--- src/logic/planar_gfx_pkg.sv ---
package planar_gfx_pkg;

   // ---------------------------------------------------------------
   // Host I/O ports
   // ---------------------------------------------------------------
   localparam logic [15:0] INDEX_PORT = 16'h03CE;
   localparam logic [15:0] DATA_PORT  = 16'h03CF;

   // ---------------------------------------------------------------
   // Register indexes
   // ---------------------------------------------------------------
   localparam logic [3:0] IDX_SET_RESET    = 4'h0;
   localparam logic [3:0] IDX_SR_ENABLE    = 4'h1;
   localparam logic [3:0] IDX_COLOR_CMP    = 4'h2;
   localparam logic [3:0] IDX_ROTATE       = 4'h3;
   localparam logic [3:0] IDX_READ_PLANE   = 4'h4;
   localparam logic [3:0] IDX_GFX_MODE     = 4'h5;
   localparam logic [3:0] IDX_MEM_WINDOW   = 4'h6;
   localparam logic [3:0] IDX_CMP_INCLUDE  = 4'h7;
   localparam logic [3:0] IDX_BIT_MASK     = 4'h8;

   // ---------------------------------------------------------------
   // Writable bit masks (reserved bits read zero)
   // ---------------------------------------------------------------
   localparam logic [7:0] MASK_NIBBLE      = 8'h0F;
   localparam logic [7:0] MASK_ROTATE      = 8'h1F;
   localparam logic [7:0] MASK_READ_PLANE  = 8'h03;
   localparam logic [7:0] MASK_GFX_MODE    = 8'h7B;
   localparam logic [7:0] MASK_FULL        = 8'hFF;

   // ---------------------------------------------------------------
   // Field positions
   // ---------------------------------------------------------------
   localparam int GM_256_COLOR  = 6;
   localparam int GM_SHIFT_MODE = 5;
   localparam int GM_ODD_EVEN   = 4;
   localparam int GM_READ_TYPE  = 3;
   localparam int MW_GRAPHICS   = 0;
   localparam int MW_ODD_EVEN   = 1;
   localparam int MW_MAP_LSB    = 2;
   localparam int RT_FUNC_LSB   = 3;

   // ---------------------------------------------------------------
   // Reset values
   // ---------------------------------------------------------------
   localparam logic [7:0] RESET_ZERO     = 8'h00;
   localparam logic [7:0] RESET_BIT_MASK = 8'hFF;

   // ---------------------------------------------------------------
   // Host address windows (20-bit physical)
   // ---------------------------------------------------------------
   localparam logic [19:0] WIN_A0000 = 20'hA0000;
   localparam logic [19:0] WIN_B0000 = 20'hB0000;
   localparam logic [19:0] WIN_B8000 = 20'hB8000;
   localparam logic [19:0] SPAN_128K = 20'h20000;
   localparam logic [19:0] SPAN_64K  = 20'h10000;
   localparam logic [19:0] SPAN_32K  = 20'h08000;

   typedef enum logic [1:0] {
      FN_PASS = 2'h0,
      FN_AND  = 2'h1,
      FN_OR   = 2'h2,
      FN_XOR  = 2'h3
   } logic_fn_e;

   typedef enum logic [1:0] {
      WM_ROTATE  = 2'h0,
      WM_LATCH   = 2'h1,
      WM_SPREAD  = 2'h2,
      WM_SET_RST = 2'h3
   } write_mode_e;

   typedef enum logic [1:0] {
      SH_PLANAR = 2'h0,
      SH_PAIRED = 2'h1,
      SH_PACKED = 2'h2
   } shift_load_e;

   // Four map bytes carried together
   typedef struct packed {
      logic [7:0] map3;
      logic [7:0] map2;
      logic [7:0] map1;
      logic [7:0] map0;
   } plane_bytes_s;

   // Memory-side write request
   typedef struct packed {
      logic         valid;
      logic [15:0]  addr;
      logic [3:0]   plane_en;
      logic [7:0]   bit_en;
      plane_bytes_s data;
   } plane_write_s;

endpackage

--- src/logic/planar_graphics_datapath.sv ---
`timescale 1ns/1ps

module planar_graphics_datapath (
   input  wire logic                       clk,
   input  wire logic                       reset_n,
   // Host I/O cycle, one-cycle strobes
   input  wire logic                       io_wr,
   input  wire logic                       io_rd,
   input  wire logic [15:0]                io_addr,
   input  wire logic [7:0]                 io_wdata,
   output logic [7:0]                      io_rdata,
   // Host memory cycle, one-cycle strobes
   input  wire logic                       mem_wr,
   input  wire logic                       mem_rd,
   input  wire logic [19:0]                mem_addr,
   input  wire logic [7:0]                 mem_wdata,
   output logic [7:0]                      mem_rdata,
   output logic                            mem_hit,
   // Display memory side
   input  wire planar_gfx_pkg::plane_bytes_s plane_rdata,
   output planar_gfx_pkg::plane_write_s      plane_wr,
   output logic [15:0]                     plane_raddr,
   // Sequencer mode bits and shift-register control
   input  wire logic                       seq_chain4,
   output planar_gfx_pkg::shift_load_e       shift_load,
   output logic                            odd_even_addr,
   output logic                            char_latch_en
);

   // ---------------------------------------------------------------
   // Register file
   // ---------------------------------------------------------------
   logic [3:0] index_reg;
   logic [7:0] set_reset_reg;
   logic [7:0] sr_enable_reg;
   logic [7:0] color_cmp_reg;
   logic [7:0] rotate_reg;
   logic [7:0] read_plane_selector_reg;
   logic [7:0] graphics_mode_control_reg;
   logic [7:0] memory_window_control_reg;
   logic [7:0] compare_plane_include_reg;
   logic [7:0] write_bit_mask_reg;
   planar_gfx_pkg::plane_bytes_s latch_reg;

   wire index_sel = (io_addr == planar_gfx_pkg::INDEX_PORT);
   wire data_sel  = (io_addr == planar_gfx_pkg::DATA_PORT);
   wire data_wr   = io_wr && data_sel;

   // Index decode for data port writes
   wire wr_sr  = data_wr && (index_reg == planar_gfx_pkg::IDX_SET_RESET);
   wire wr_sre = data_wr && (index_reg == planar_gfx_pkg::IDX_SR_ENABLE);
   wire wr_cc  = data_wr && (index_reg == planar_gfx_pkg::IDX_COLOR_CMP);
   wire wr_rot = data_wr && (index_reg == planar_gfx_pkg::IDX_ROTATE);
   wire wr_rps = data_wr && (index_reg == planar_gfx_pkg::IDX_READ_PLANE);
   wire wr_gm  = data_wr && (index_reg == planar_gfx_pkg::IDX_GFX_MODE);
   wire wr_mw  = data_wr && (index_reg == planar_gfx_pkg::IDX_MEM_WINDOW);
   wire wr_cpi = data_wr && (index_reg == planar_gfx_pkg::IDX_CMP_INCLUDE);
   wire wr_bm  = data_wr && (index_reg == planar_gfx_pkg::IDX_BIT_MASK);

   // Register readback; unmapped indexes read zero
   logic [7:0] reg_rdata;
   always_comb begin
      case (index_reg)
         planar_gfx_pkg::IDX_SET_RESET:   reg_rdata = set_reset_reg;
         planar_gfx_pkg::IDX_SR_ENABLE:   reg_rdata = sr_enable_reg;
         planar_gfx_pkg::IDX_COLOR_CMP:   reg_rdata = color_cmp_reg;
         planar_gfx_pkg::IDX_ROTATE:      reg_rdata = rotate_reg;
         planar_gfx_pkg::IDX_READ_PLANE:  reg_rdata = read_plane_selector_reg;
         planar_gfx_pkg::IDX_GFX_MODE:    reg_rdata = graphics_mode_control_reg;
         planar_gfx_pkg::IDX_MEM_WINDOW:  reg_rdata = memory_window_control_reg;
         planar_gfx_pkg::IDX_CMP_INCLUDE: reg_rdata = compare_plane_include_reg;
         planar_gfx_pkg::IDX_BIT_MASK:    reg_rdata = write_bit_mask_reg;
         default:                         reg_rdata = 8'h00;
      endcase
   end

   wire [7:0] io_rdata_next = index_sel ? {4'h0, index_reg} :
                              data_sel  ? reg_rdata : 8'h00;

   // ---------------------------------------------------------------
   // Register writes: reserved bits are masked off on the way in
   // ---------------------------------------------------------------
   always_ff @(posedge clk or negedge reset_n) begin
      if (!reset_n) begin
         index_reg                 <= 4'h0;
         set_reset_reg             <= planar_gfx_pkg::RESET_ZERO;
         sr_enable_reg             <= planar_gfx_pkg::RESET_ZERO;
         color_cmp_reg             <= planar_gfx_pkg::RESET_ZERO;
         rotate_reg                <= planar_gfx_pkg::RESET_ZERO;
         read_plane_selector_reg   <= planar_gfx_pkg::RESET_ZERO;
         graphics_mode_control_reg <= planar_gfx_pkg::RESET_ZERO;
         memory_window_control_reg <= planar_gfx_pkg::RESET_ZERO;
         compare_plane_include_reg <= planar_gfx_pkg::RESET_ZERO;
         write_bit_mask_reg        <= planar_gfx_pkg::RESET_BIT_MASK;
      end else begin
         if (io_wr && index_sel) index_reg <= io_wdata[3:0];
         if (wr_sr)  set_reset_reg <= io_wdata & planar_gfx_pkg::MASK_NIBBLE;
         if (wr_sre) sr_enable_reg <= io_wdata & planar_gfx_pkg::MASK_NIBBLE;
         if (wr_cc)  color_cmp_reg <= io_wdata & planar_gfx_pkg::MASK_NIBBLE;
         if (wr_rot) rotate_reg <= io_wdata & planar_gfx_pkg::MASK_ROTATE;
         if (wr_rps) read_plane_selector_reg <= io_wdata & planar_gfx_pkg::MASK_READ_PLANE;
         if (wr_gm)  graphics_mode_control_reg <= io_wdata & planar_gfx_pkg::MASK_GFX_MODE;
         if (wr_mw)  memory_window_control_reg <= io_wdata & planar_gfx_pkg::MASK_NIBBLE;
         if (wr_cpi) compare_plane_include_reg <= io_wdata & planar_gfx_pkg::MASK_NIBBLE;
         if (wr_bm)  write_bit_mask_reg <= io_wdata & planar_gfx_pkg::MASK_FULL;
      end
   end

   // ---------------------------------------------------------------
   // Field extraction
   // ---------------------------------------------------------------
   wire [1:0] write_mode   = graphics_mode_control_reg[1:0];
   wire       read_type    = graphics_mode_control_reg[planar_gfx_pkg::GM_READ_TYPE];
   wire       gm_odd_even  = graphics_mode_control_reg[planar_gfx_pkg::GM_ODD_EVEN];
   wire       mw_odd_even  = memory_window_control_reg[planar_gfx_pkg::MW_ODD_EVEN];
   wire       mw_graphics  = memory_window_control_reg[planar_gfx_pkg::MW_GRAPHICS];
   wire [1:0] map_field    = memory_window_control_reg[planar_gfx_pkg::MW_MAP_LSB +: 2];
   wire [2:0] rot_count    = rotate_reg[2:0];
   wire [1:0] func_sel     = rotate_reg[planar_gfx_pkg::RT_FUNC_LSB +: 2];
   wire [1:0] plane_select = read_plane_selector_reg[1:0];

   // ---------------------------------------------------------------
   // Host address window decode
   // ---------------------------------------------------------------
   logic [19:0] win_base;
   logic [19:0] win_span;
   always_comb begin
      case (map_field)
         2'h0:    begin win_base = planar_gfx_pkg::WIN_A0000; win_span = planar_gfx_pkg::SPAN_128K; end
         2'h1:    begin win_base = planar_gfx_pkg::WIN_A0000; win_span = planar_gfx_pkg::SPAN_64K;  end
         2'h2:    begin win_base = planar_gfx_pkg::WIN_B0000; win_span = planar_gfx_pkg::SPAN_32K;  end
         default: begin win_base = planar_gfx_pkg::WIN_B8000; win_span = planar_gfx_pkg::SPAN_32K;  end
      endcase
   end

   wire [19:0] win_off = mem_addr - win_base;
   wire        in_win  = (mem_addr >= win_base) && (win_off < win_span);

   // Odd/even: A0 picks the map pair member, a high bit replaces A0
   wire [15:0] raw_off  = win_off[15:0];
   wire [15:0] map_addr = mw_odd_even ? {raw_off[15:1], win_off[16]} : raw_off;
   wire        odd_sel  = mw_odd_even && raw_off[0];

   // ---------------------------------------------------------------
   // Read path
   // ---------------------------------------------------------------
   wire [31:0] plane_vec = plane_rdata;

   // Colour compare over the included maps
   logic [7:0] cmp_result;
   always_comb begin
      cmp_result = 8'hFF;
      for (int p = 0; p < 4; p++) begin
         if (compare_plane_include_reg[p])
            cmp_result = cmp_result & ~(plane_vec[p*8 +: 8] ^ {8{color_cmp_reg[p]}});
      end
   end

   // Chain-4 uses the low address bits; odd/even keeps selector pair bit
   wire [1:0] sel_plane = seq_chain4  ? raw_off[1:0] :
                          mw_odd_even ? {plane_select[1], odd_sel} :
                                        plane_select;
   wire [7:0] map_byte  = plane_vec[sel_plane*8 +: 8];
   wire [7:0] mem_rdata_next = read_type ? cmp_result : map_byte;

   // ---------------------------------------------------------------
   // Write path
   // ---------------------------------------------------------------
   // Right rotate by doubling the byte and taking a slice
   wire [15:0] dbl_data = {mem_wdata, mem_wdata};
   wire [7:0]  rot_data = dbl_data[rot_count +: 8];
   wire [31:0] latch_vec = latch_reg;

   logic [31:0] wr_vec;
   logic [7:0]  src;
   logic [7:0]  fn_out;
   logic [7:0]  lat;
   logic [7:0]  mask;
   always_comb begin
      wr_vec = 32'h0;
      src    = 8'h00;
      fn_out = 8'h00;
      lat    = 8'h00;
      // Mode 3 uses rotated data as an extra mask; mode 1 bypasses the mask
      case (write_mode)
         planar_gfx_pkg::WM_SET_RST: mask = rot_data & write_bit_mask_reg;
         planar_gfx_pkg::WM_LATCH:   mask = 8'hFF;
         default:                    mask = write_bit_mask_reg;
      endcase
      for (int p = 0; p < 4; p++) begin
         lat = latch_vec[p*8 +: 8];
         case (write_mode)
            planar_gfx_pkg::WM_ROTATE:  src = sr_enable_reg[p] ? {8{set_reset_reg[p]}} : rot_data;
            planar_gfx_pkg::WM_SPREAD:  src = {8{mem_wdata[p]}};
            planar_gfx_pkg::WM_SET_RST: src = {8{set_reset_reg[p]}};
            default:                    src = lat;
         endcase
         // Logic function follows the rotate, skipped in latch-copy mode
         if (write_mode == planar_gfx_pkg::WM_LATCH) begin
            fn_out = src;
         end else begin
            case (func_sel)
               planar_gfx_pkg::FN_AND: fn_out = src & lat;
               planar_gfx_pkg::FN_OR:  fn_out = src | lat;
               planar_gfx_pkg::FN_XOR: fn_out = src ^ lat;
               default:                fn_out = src;
            endcase
         end
         // Masked-off positions take the latched value back
         wr_vec[p*8 +: 8] = (fn_out & mask) | (lat & ~mask);
      end
   end

   // Odd/even writes reach only the two maps matching A0 parity (0/2 even, 1/3 odd)
   wire [3:0] plane_en_next = mw_odd_even ? (odd_sel ? 4'hA : 4'h5) : 4'hF;

   planar_gfx_pkg::plane_write_s plane_wr_next;
   always_comb begin
      plane_wr_next.valid    = mem_wr && in_win;
      plane_wr_next.addr     = map_addr;
      plane_wr_next.plane_en = plane_en_next;
      plane_wr_next.bit_en   = 8'hFF;
      plane_wr_next.data     = wr_vec;
   end

   // ---------------------------------------------------------------
   // Shift-register load mode
   // ---------------------------------------------------------------
   // 256-colour wins over paired mode
   wire planar_gfx_pkg::shift_load_e shift_load_next =
      graphics_mode_control_reg[planar_gfx_pkg::GM_256_COLOR]  ? planar_gfx_pkg::SH_PACKED :
      graphics_mode_control_reg[planar_gfx_pkg::GM_SHIFT_MODE] ? planar_gfx_pkg::SH_PAIRED :
                                                                 planar_gfx_pkg::SH_PLANAR;

   // ---------------------------------------------------------------
   // Output and latch registers
   // ---------------------------------------------------------------
   // Latches load on each read inside the window; the byte data is
   // expected valid on plane_rdata in the same cycle as mem_rd
   always_ff @(posedge clk or negedge reset_n) begin
      if (!reset_n) begin
         latch_reg     <= '0;
         io_rdata      <= 8'h00;
         mem_rdata     <= 8'h00;
         mem_hit       <= 1'b0;
         plane_wr      <= '0;
         plane_raddr   <= 16'h0000;
         shift_load    <= planar_gfx_pkg::SH_PLANAR;
         odd_even_addr <= 1'b0;
         char_latch_en <= 1'b1;
      end else begin
         if (mem_rd && in_win) latch_reg <= plane_rdata;
         if (mem_rd && in_win) mem_rdata <= mem_rdata_next;
         if (io_rd) io_rdata <= io_rdata_next;
         mem_hit       <= (mem_rd || mem_wr) && in_win;
         plane_wr      <= plane_wr_next;
         plane_raddr   <= map_addr;
         shift_load    <= shift_load_next;
         odd_even_addr <= gm_odd_even;
         char_latch_en <= ~mw_graphics;
      end
   end

endmodule

--- config.mk ---
export PLATFORM = sky130hd
export DESIGN_NAME = planar_graphics_datapath
export DESIGN_NICKNAME = d
export VERILOG_FILES = /design/src/logic/planar_gfx_pkg.sv /design/src/logic/planar_graphics_datapath.sv
export SDC_FILE = /design/constraint.sdc
export NUM_CORES = 1
export LEC_CHECK = 0
export BUFFER_PORTS_ARGS = -buffer_cell sky130_fd_sc_hd__buf_2
export CAP_MARGIN = 10
export CORE_MARGIN = 1.5
export CORE_UTILIZATION = 45
export CTS_BUF_LIST = sky130_fd_sc_hd__clkbuf_8
export CTS_CLUSTER_DIAMETER = 80
export DETAILED_ROUTE_END_ITERATION = 12
export HOLD_SLACK_MARGIN = 0.12
export PLACE_DENSITY = 0.69
export SLEW_MARGIN = 0
export SYNTH_ARGS = -nofsm -noshare
export SYNTH_HDL_FRONTEND = slang
export SYNTH_SLANG_ARGS = --single-unit
--- constraint.sdc ---
create_clock -name clk -period 3.15 [get_ports clk]
set_input_delay 0.7875 -clock clk [delete_from_list [all_inputs] [get_ports clk]]
set_output_delay 0.7875 -clock clk [all_outputs]
set_load 0.1 [all_outputs]
# Word level (Yosys, flattened, before mapping)
# Index checks and enable logic that the tools add are counted.
# word_totals
register_bits	152
input_bits	91
output_inout_bits	98
word_cells	144
# classes
n_addsub	1
magnitude_cmp	2
n_eq_ne	18
shifts	2
muxes	34
n_bitwise	38
reduce_logical	21
# op_table
cell	count
$pmux 8 s3	8
$and 8x8->8	16
$mux 8	15
$pmux 8 s9	1
$or 8x8->8	8
$xor 8x8->8	8
$not 8->8	5
$pmux 18 s2	1
$pmux 17 s2	1
$eq 16x10->1 const B	2
$shiftx 32x6->8	1
$ge 20x20->1	1
$lt 20x18->1	1
$sub 20x20->20	1
$eq 4x3->1 const B	4
$logic_and 1x1->1	16
$pmux 8 s2	1
$shiftx 16x4->8	1
$eq 2x2->1 const B	5
$eq 4x2->1 const B	2
$mux 4	2
$eq 2x1->1 const B	3
$eq 4x1->1 const B	1
$eq 4x4->1 const B	1
other kinds (7)	11

# Logic depth before layout (Yosys ltp)
# depth
depth_word	10
ltp_mapped	13
mapped_depth_nobuf	11

# Worst setup path after synthesis
# No wires, ideal clock.
# synth_timing
path_kind	input -> register
from	input port mem_addr[15]
to	register mem_rdata[7]
setup_ps	125
t_arrival_ps	2993
t_required_ps	3025
setup_slack_ps	32
stages	11
path_buffers	1
cell_sequence	inv_1 ha_1 inv_1 fa_1 ha_1 a21boi_0 o21ai_0 nand3b_1 nor3b_1 buf_2 mux2_2
# synth_between
elab_chain_cells	4
elab_cells_between_ends	5
classes_between	add/sub: 1; order compare: 2; reduce/logical: 2
# synth_rtl
element	line_no	source
from (decl)	planar_graphics_datapath.sv:15	input wire logic [19:0] mem_addr,
$sub 20x20->20	planar_graphics_datapath.sv:136	wire [19:0] win_off = mem_addr - win_base;
$lt 20x18->1	planar_graphics_datapath.sv:137	wire in_win = (mem_addr >= win_base) && (win_off < win_span);
$logic_and 1x1->1 (*)	planar_graphics_datapath.sv:137	
$logic_and 1x1->1 (*)	planar_graphics_datapath.sv:253	if (mem_rd && in_win) mem_rdata <= mem_rdata_next;
to (signal assigned)	planar_graphics_datapath.sv:253	
to (decl)	planar_graphics_datapath.sv:17	output logic [7:0] mem_rdata,
# Mark *: on every way between the ends. The rest lies on a longest branch, timed or not.
# A chain may end at the register's enable or synchronous reset.

# Worst setup path in the final report
# layout_timing
from	register memory_window_control_reg[2]
to	register latch_reg[1] (netlist bit)
# layout_between
elab_chain_cells	7
elab_cells_between_ends	11
classes_between	add/sub: 1; order compare: 2; eq/ne: 2; mux: 2; reduce/logical: 4
# layout_rtl
element	line_no	source
from (decl)	planar_graphics_datapath.sv:40	logic [7:0] memory_window_control_reg;
from (signal assigned)	planar_graphics_datapath.sv:92	memory_window_control_reg <= planar_gfx_pkg::RESET_ZERO;
from (signal assigned)	planar_graphics_datapath.sv:103	if (wr_mw) memory_window_control_reg <= io_wdata & planar_gfx_pkg::MASK_NIBBLE;
$eq 2x1->1 or $logic_not 2->1 (tied branches)	planar_graphics_datapath.sv:128	case (map_field)
$reduce_or 2->1 (no source line)	-	
$pmux 17 s2	planar_graphics_datapath.sv:128	
$sub 20x20->20	planar_graphics_datapath.sv:136	
$lt 20x18->1	planar_graphics_datapath.sv:137	
$logic_and 1x1->1 (*)	planar_graphics_datapath.sv:137	
$logic_and 1x1->1 (*)	planar_graphics_datapath.sv:252	if (mem_rd && in_win) latch_reg <= plane_rdata;
to (signal assigned)	planar_graphics_datapath.sv:252	
to (decl)	planar_graphics_datapath.sv:43	planar_gfx_pkg::plane_bytes_s latch_reg;
# Marked as above.

==> key figures <==
Global routing
  • First-pass GRT wire length: approximately 47 mm
  • Grt ovf: 0
  • Gr busiest metal: met2
  • Initial antenna violation count: 0
  • GR Util All Layers: around 26%
  • Met3 Use GR: under 10%
  • Number of global-route vias before repair: around 8300
  • Largest net degree at the start of global routing: 60
  • Met1 Use GR: between 30% and 40%
  • M2 GR Usage: roughly two fifths

Hold path
  • Hold WC Path Type: in -> async

STA
  • Max Transition Viols Final: 0
  • Slew @ Worst Pin: 0.842 ns
  • Minimum clock period after layout: 3.03 ns
  • Endpoints failing setup: 0
  • Minimum hold slack: around 0.27 ns
  • Crit share post-route: between 90% and 100%
  • Relative slew margins: a little over two fifths
  • Post-route setup slack: roughly 0.12 ns
  • Worst clock skew: ~0.017 ns
  • FMAX: ~330 MHz
  • Final Hold Fails: 0
  • RSZ-0062 raised after global routing: yes

Yosys
  • Sequential share of the synthesized area: a little under two fifths
  • Post-synthesis simple-gate area fraction: approximately a tenth
  • Async SR Flop Fraction: 100%
  • Number of synthesized flops with an enable pin: 0
  • Synth Area per Inst: between 10 and 15 um2
  • Synthesized cell area: ~10000 um2
  • Syn Inst Count: approximately 970
  • Top FF cell, synth: dfrtp_1
  • Main combinational cell family by area after synthesis: multiplexers
  • Syn_nets: 1100
  • XOR/XNOR Fraction of Synth Area: roughly 2.8%
  • Post-Synth Adder-Cell Area: under 10%
  • Mux contribution to synthesized area: 20.0%
  • Synth cell types: 84
  • Compound-Gate Fraction of Synth Area: about a fifth
  • Yosys warns: 0
  • #FFs+latches synth: 150

CTS
  • Reg clk slew, reported paths: 0.09 ns
  • Total CTS buffers: 17
  • CTS root buf: clkbuf_8
  • CTS sink cnt: 150
  • TritonCTS clock tree: yes
  • Skew-Pair Late Insertion Delay: between 0.4 and 0.5 ns
  • Clock H-tree levels: 4
  • CTS Buffer Depth: 2

Route
  • Post-DRT Antenna Nets: 0
  • DRC: 11
  • Avg Vias per Cell: a little over 6
  • Via count: 8831
  • Final WL: between 30 and 40 mm
  • First-pass DRT Iterations: 11
  • DRT iter0 DRCs: about 830
  • DR WL/cell: ~21 um

Layout
  • Max reg flops: 36
  • Diode count: 0
  • Fin cells: ~1500
  • Area Growth Syn to Fin: 18.1%
  • Layout fillers: ~2000
  • Layout Nets: between 1000 and 1500
  • Fraction of layout cells with a size suffix above 1: a little under two fifths
  • Final Core Density: a little over half

Critical path
  • CP endpoint kind: flip-flop
  • Worst EP required: around 3.5 ns
  • CP arrival: around 3.4 ns
  • Crit Path Category: reg -> reg
  • Crit Path Max Fanout: 5
  • Crit path launch type: flip-flop

Die
  • Core area: approximately 22000 um2
  • Die area: approximately 23000 um2
  • Initial Utilization: a little under half
  • Io pins: 189
  • # rows: 54
  • Die W: about 150 um
  • Die height: 153 um

Status
  • Failing checks: design-rule violations
  • Status: finished, violations left

Job
  • Max_cap viols: 0

Place
  • I/O Buffers: between 150 and 200
  • Number of cells after detailed placement: 1411
  • DP HPWL: 22.0 mm
  • Gpl congestion: 0.922
  • Pre-CTS WS: -0.211 ns

Power
  • P_leak: ~5.5 nW
  • Worst vdd ir: approximately 0.37 mV
  • Total chip power: approximately 6 mW
  • PwrDens: a little over 500 nW/um2
[power breakdown]
part	leakage [nW]	switching [mW]	internal [mW]	total [mW]
clock network	0.195	0.883	0.582	1.46
logic	3.40	1.68	0.523	2.20
registers	1.86	0.263	2.17	2.44
[per-stage QoR]
step                cell area [um2]  setup TNS, ns
CTS                           11800              0
detailed placement            11500          -8.15
finish                        12000              0
floorplan                     10100              0
global placement              11500          -4.97
global route                  12000         -0.882
[cell type report]
class / count / area, um2 / share of cell area (%)
Clock inverter: 15 / 138 / 1.15
Clock buffer: 17 / 234 / 1.95
Sequential cell: 150 / 3770 / 31.5
Multi-Input combinational cell: 693 / 5780 / 48.2
Timing Repair Buffer: 258 / 1570 / 13.1
Inverter: 38 / 143 / 1.19
Tap cell: 280 / 350 / 2.92
[critical path, cell delays in order (launching register included)]
cell and delay (ns):
dfrtp_1 0.42, and2_4 0.16, ha_2 0.16, inv_1 0.05, fa_1 0.45, ha_1 0.30
a21boi_1 0.13, o21ai_1 0.13, nand3b_1 0.16, nor3b_4 0.28, buf_6 0.17, clkbuf_16 0.15
mux2_2 0.33
[per-layer routing]
| metal | routed length (um) | part of all wire, % | vias up |
|---|---|---|---|
| li1 | - | - | 4013 |
| met1 | 13400 | 44 | 4361 |
| met2 | 13700 | 45 | 406 |
| met3 | 2390 | 7.9 | 51 |
| met4 | 737 | 2.4 | 0 |
| met5 | 0 | 0 | - |
[final timing paths]
check                           cells past startpoint                                      from                  endpoint  slack, ns
worst max-delay path                               12  memory_window_control_reg[2]$_DFFE_PN0P_  latch_reg[1]$_DFFE_PN0P_       0.12
worst min-delay path                                1                                   reset_n  plane_raddr[7]$_DFF_PN0_       0.27
worst max register to register                     12  memory_window_control_reg[2]$_DFFE_PN0P_  latch_reg[1]$_DFFE_PN0P_       0.12
worst min register to register                      1  memory_window_control_reg[0]$_DFFE_PN0P_   char_latch_en$_DFF_PN1_       0.42
max in group asynchronous                           2                                   reset_n   io_rdata[5]$_DFFE_PN0P_       2.13
min in group clk                                    1                               mem_addr[4]  plane_raddr[4]$_DFF_PN0_       0.41
[cell usage after synthesis, types with 10 or more instances]
master    number  area, um2
buf_2         21        105
nand2_1       62        233
dfrtp_1      141       3530
ha_1          36        450
mux4_2        10        225
xor2_1        33        289
nor2b_1       23        144
nor2_1        46        173
inv_1         38        143
a221oi_1      15        131
a21oi_1       44        220
mux2i_1       28        280
a31oi_1       13       81.3
o221a_2       11        124
o21ai_0       56        280
mux2_2       101       1140
buf_4         26        195
a32oi_1       10       87.6
clkbuf_1      33        124
[cells in the final DEF, fill, tap and decap left out, types with 5 or more instances in the layout]
cell and n:
nor4b_1 5, a32oi_1 10, nand4_1 6, dfrtp_1 138, and4_1 9, inv_1 39
a31oi_1 13, dfstp_2 9, clkbuf_8 17, nor3b_1 7, a221oi_1 15, nand2b_1 6
a222oi_1 5, buf_4 61, a22o_1 9, o21bai_1 9, mux4_2 10, mux2_2 101
a211oi_1 6, a21oi_1 44, o221a_2 11, xor2_1 33, a2bb2oi_1 8, nor2b_1 23
a22oi_1 7, buf_2 187, nor3_1 7, nor2_1 46, mux4_1 9, nand2_1 62
ha_1 35, mux2i_1 28, o221ai_1 7, inv_8 5, o21ai_0 55, o211ai_1 7
o22a_1 8
[kinds of logic after synthesis]
kind of cell	after synthesis
adders and majority gates	37
xor gates and xnor gates	33
and+or+nand+nor	198
DFF	150
other	1
muxes	158
AOI/OAI and AO/OA	266
buffers and inverters	129
[timing repair]
item                                    4_1_cts  5_1_grt
buffers inserted                              0        4
hold buffers                                  0        0
endpoints found under the setup margin        0       55
gates resized for setup                       0       15
Power figures use the tool's default switching activity.
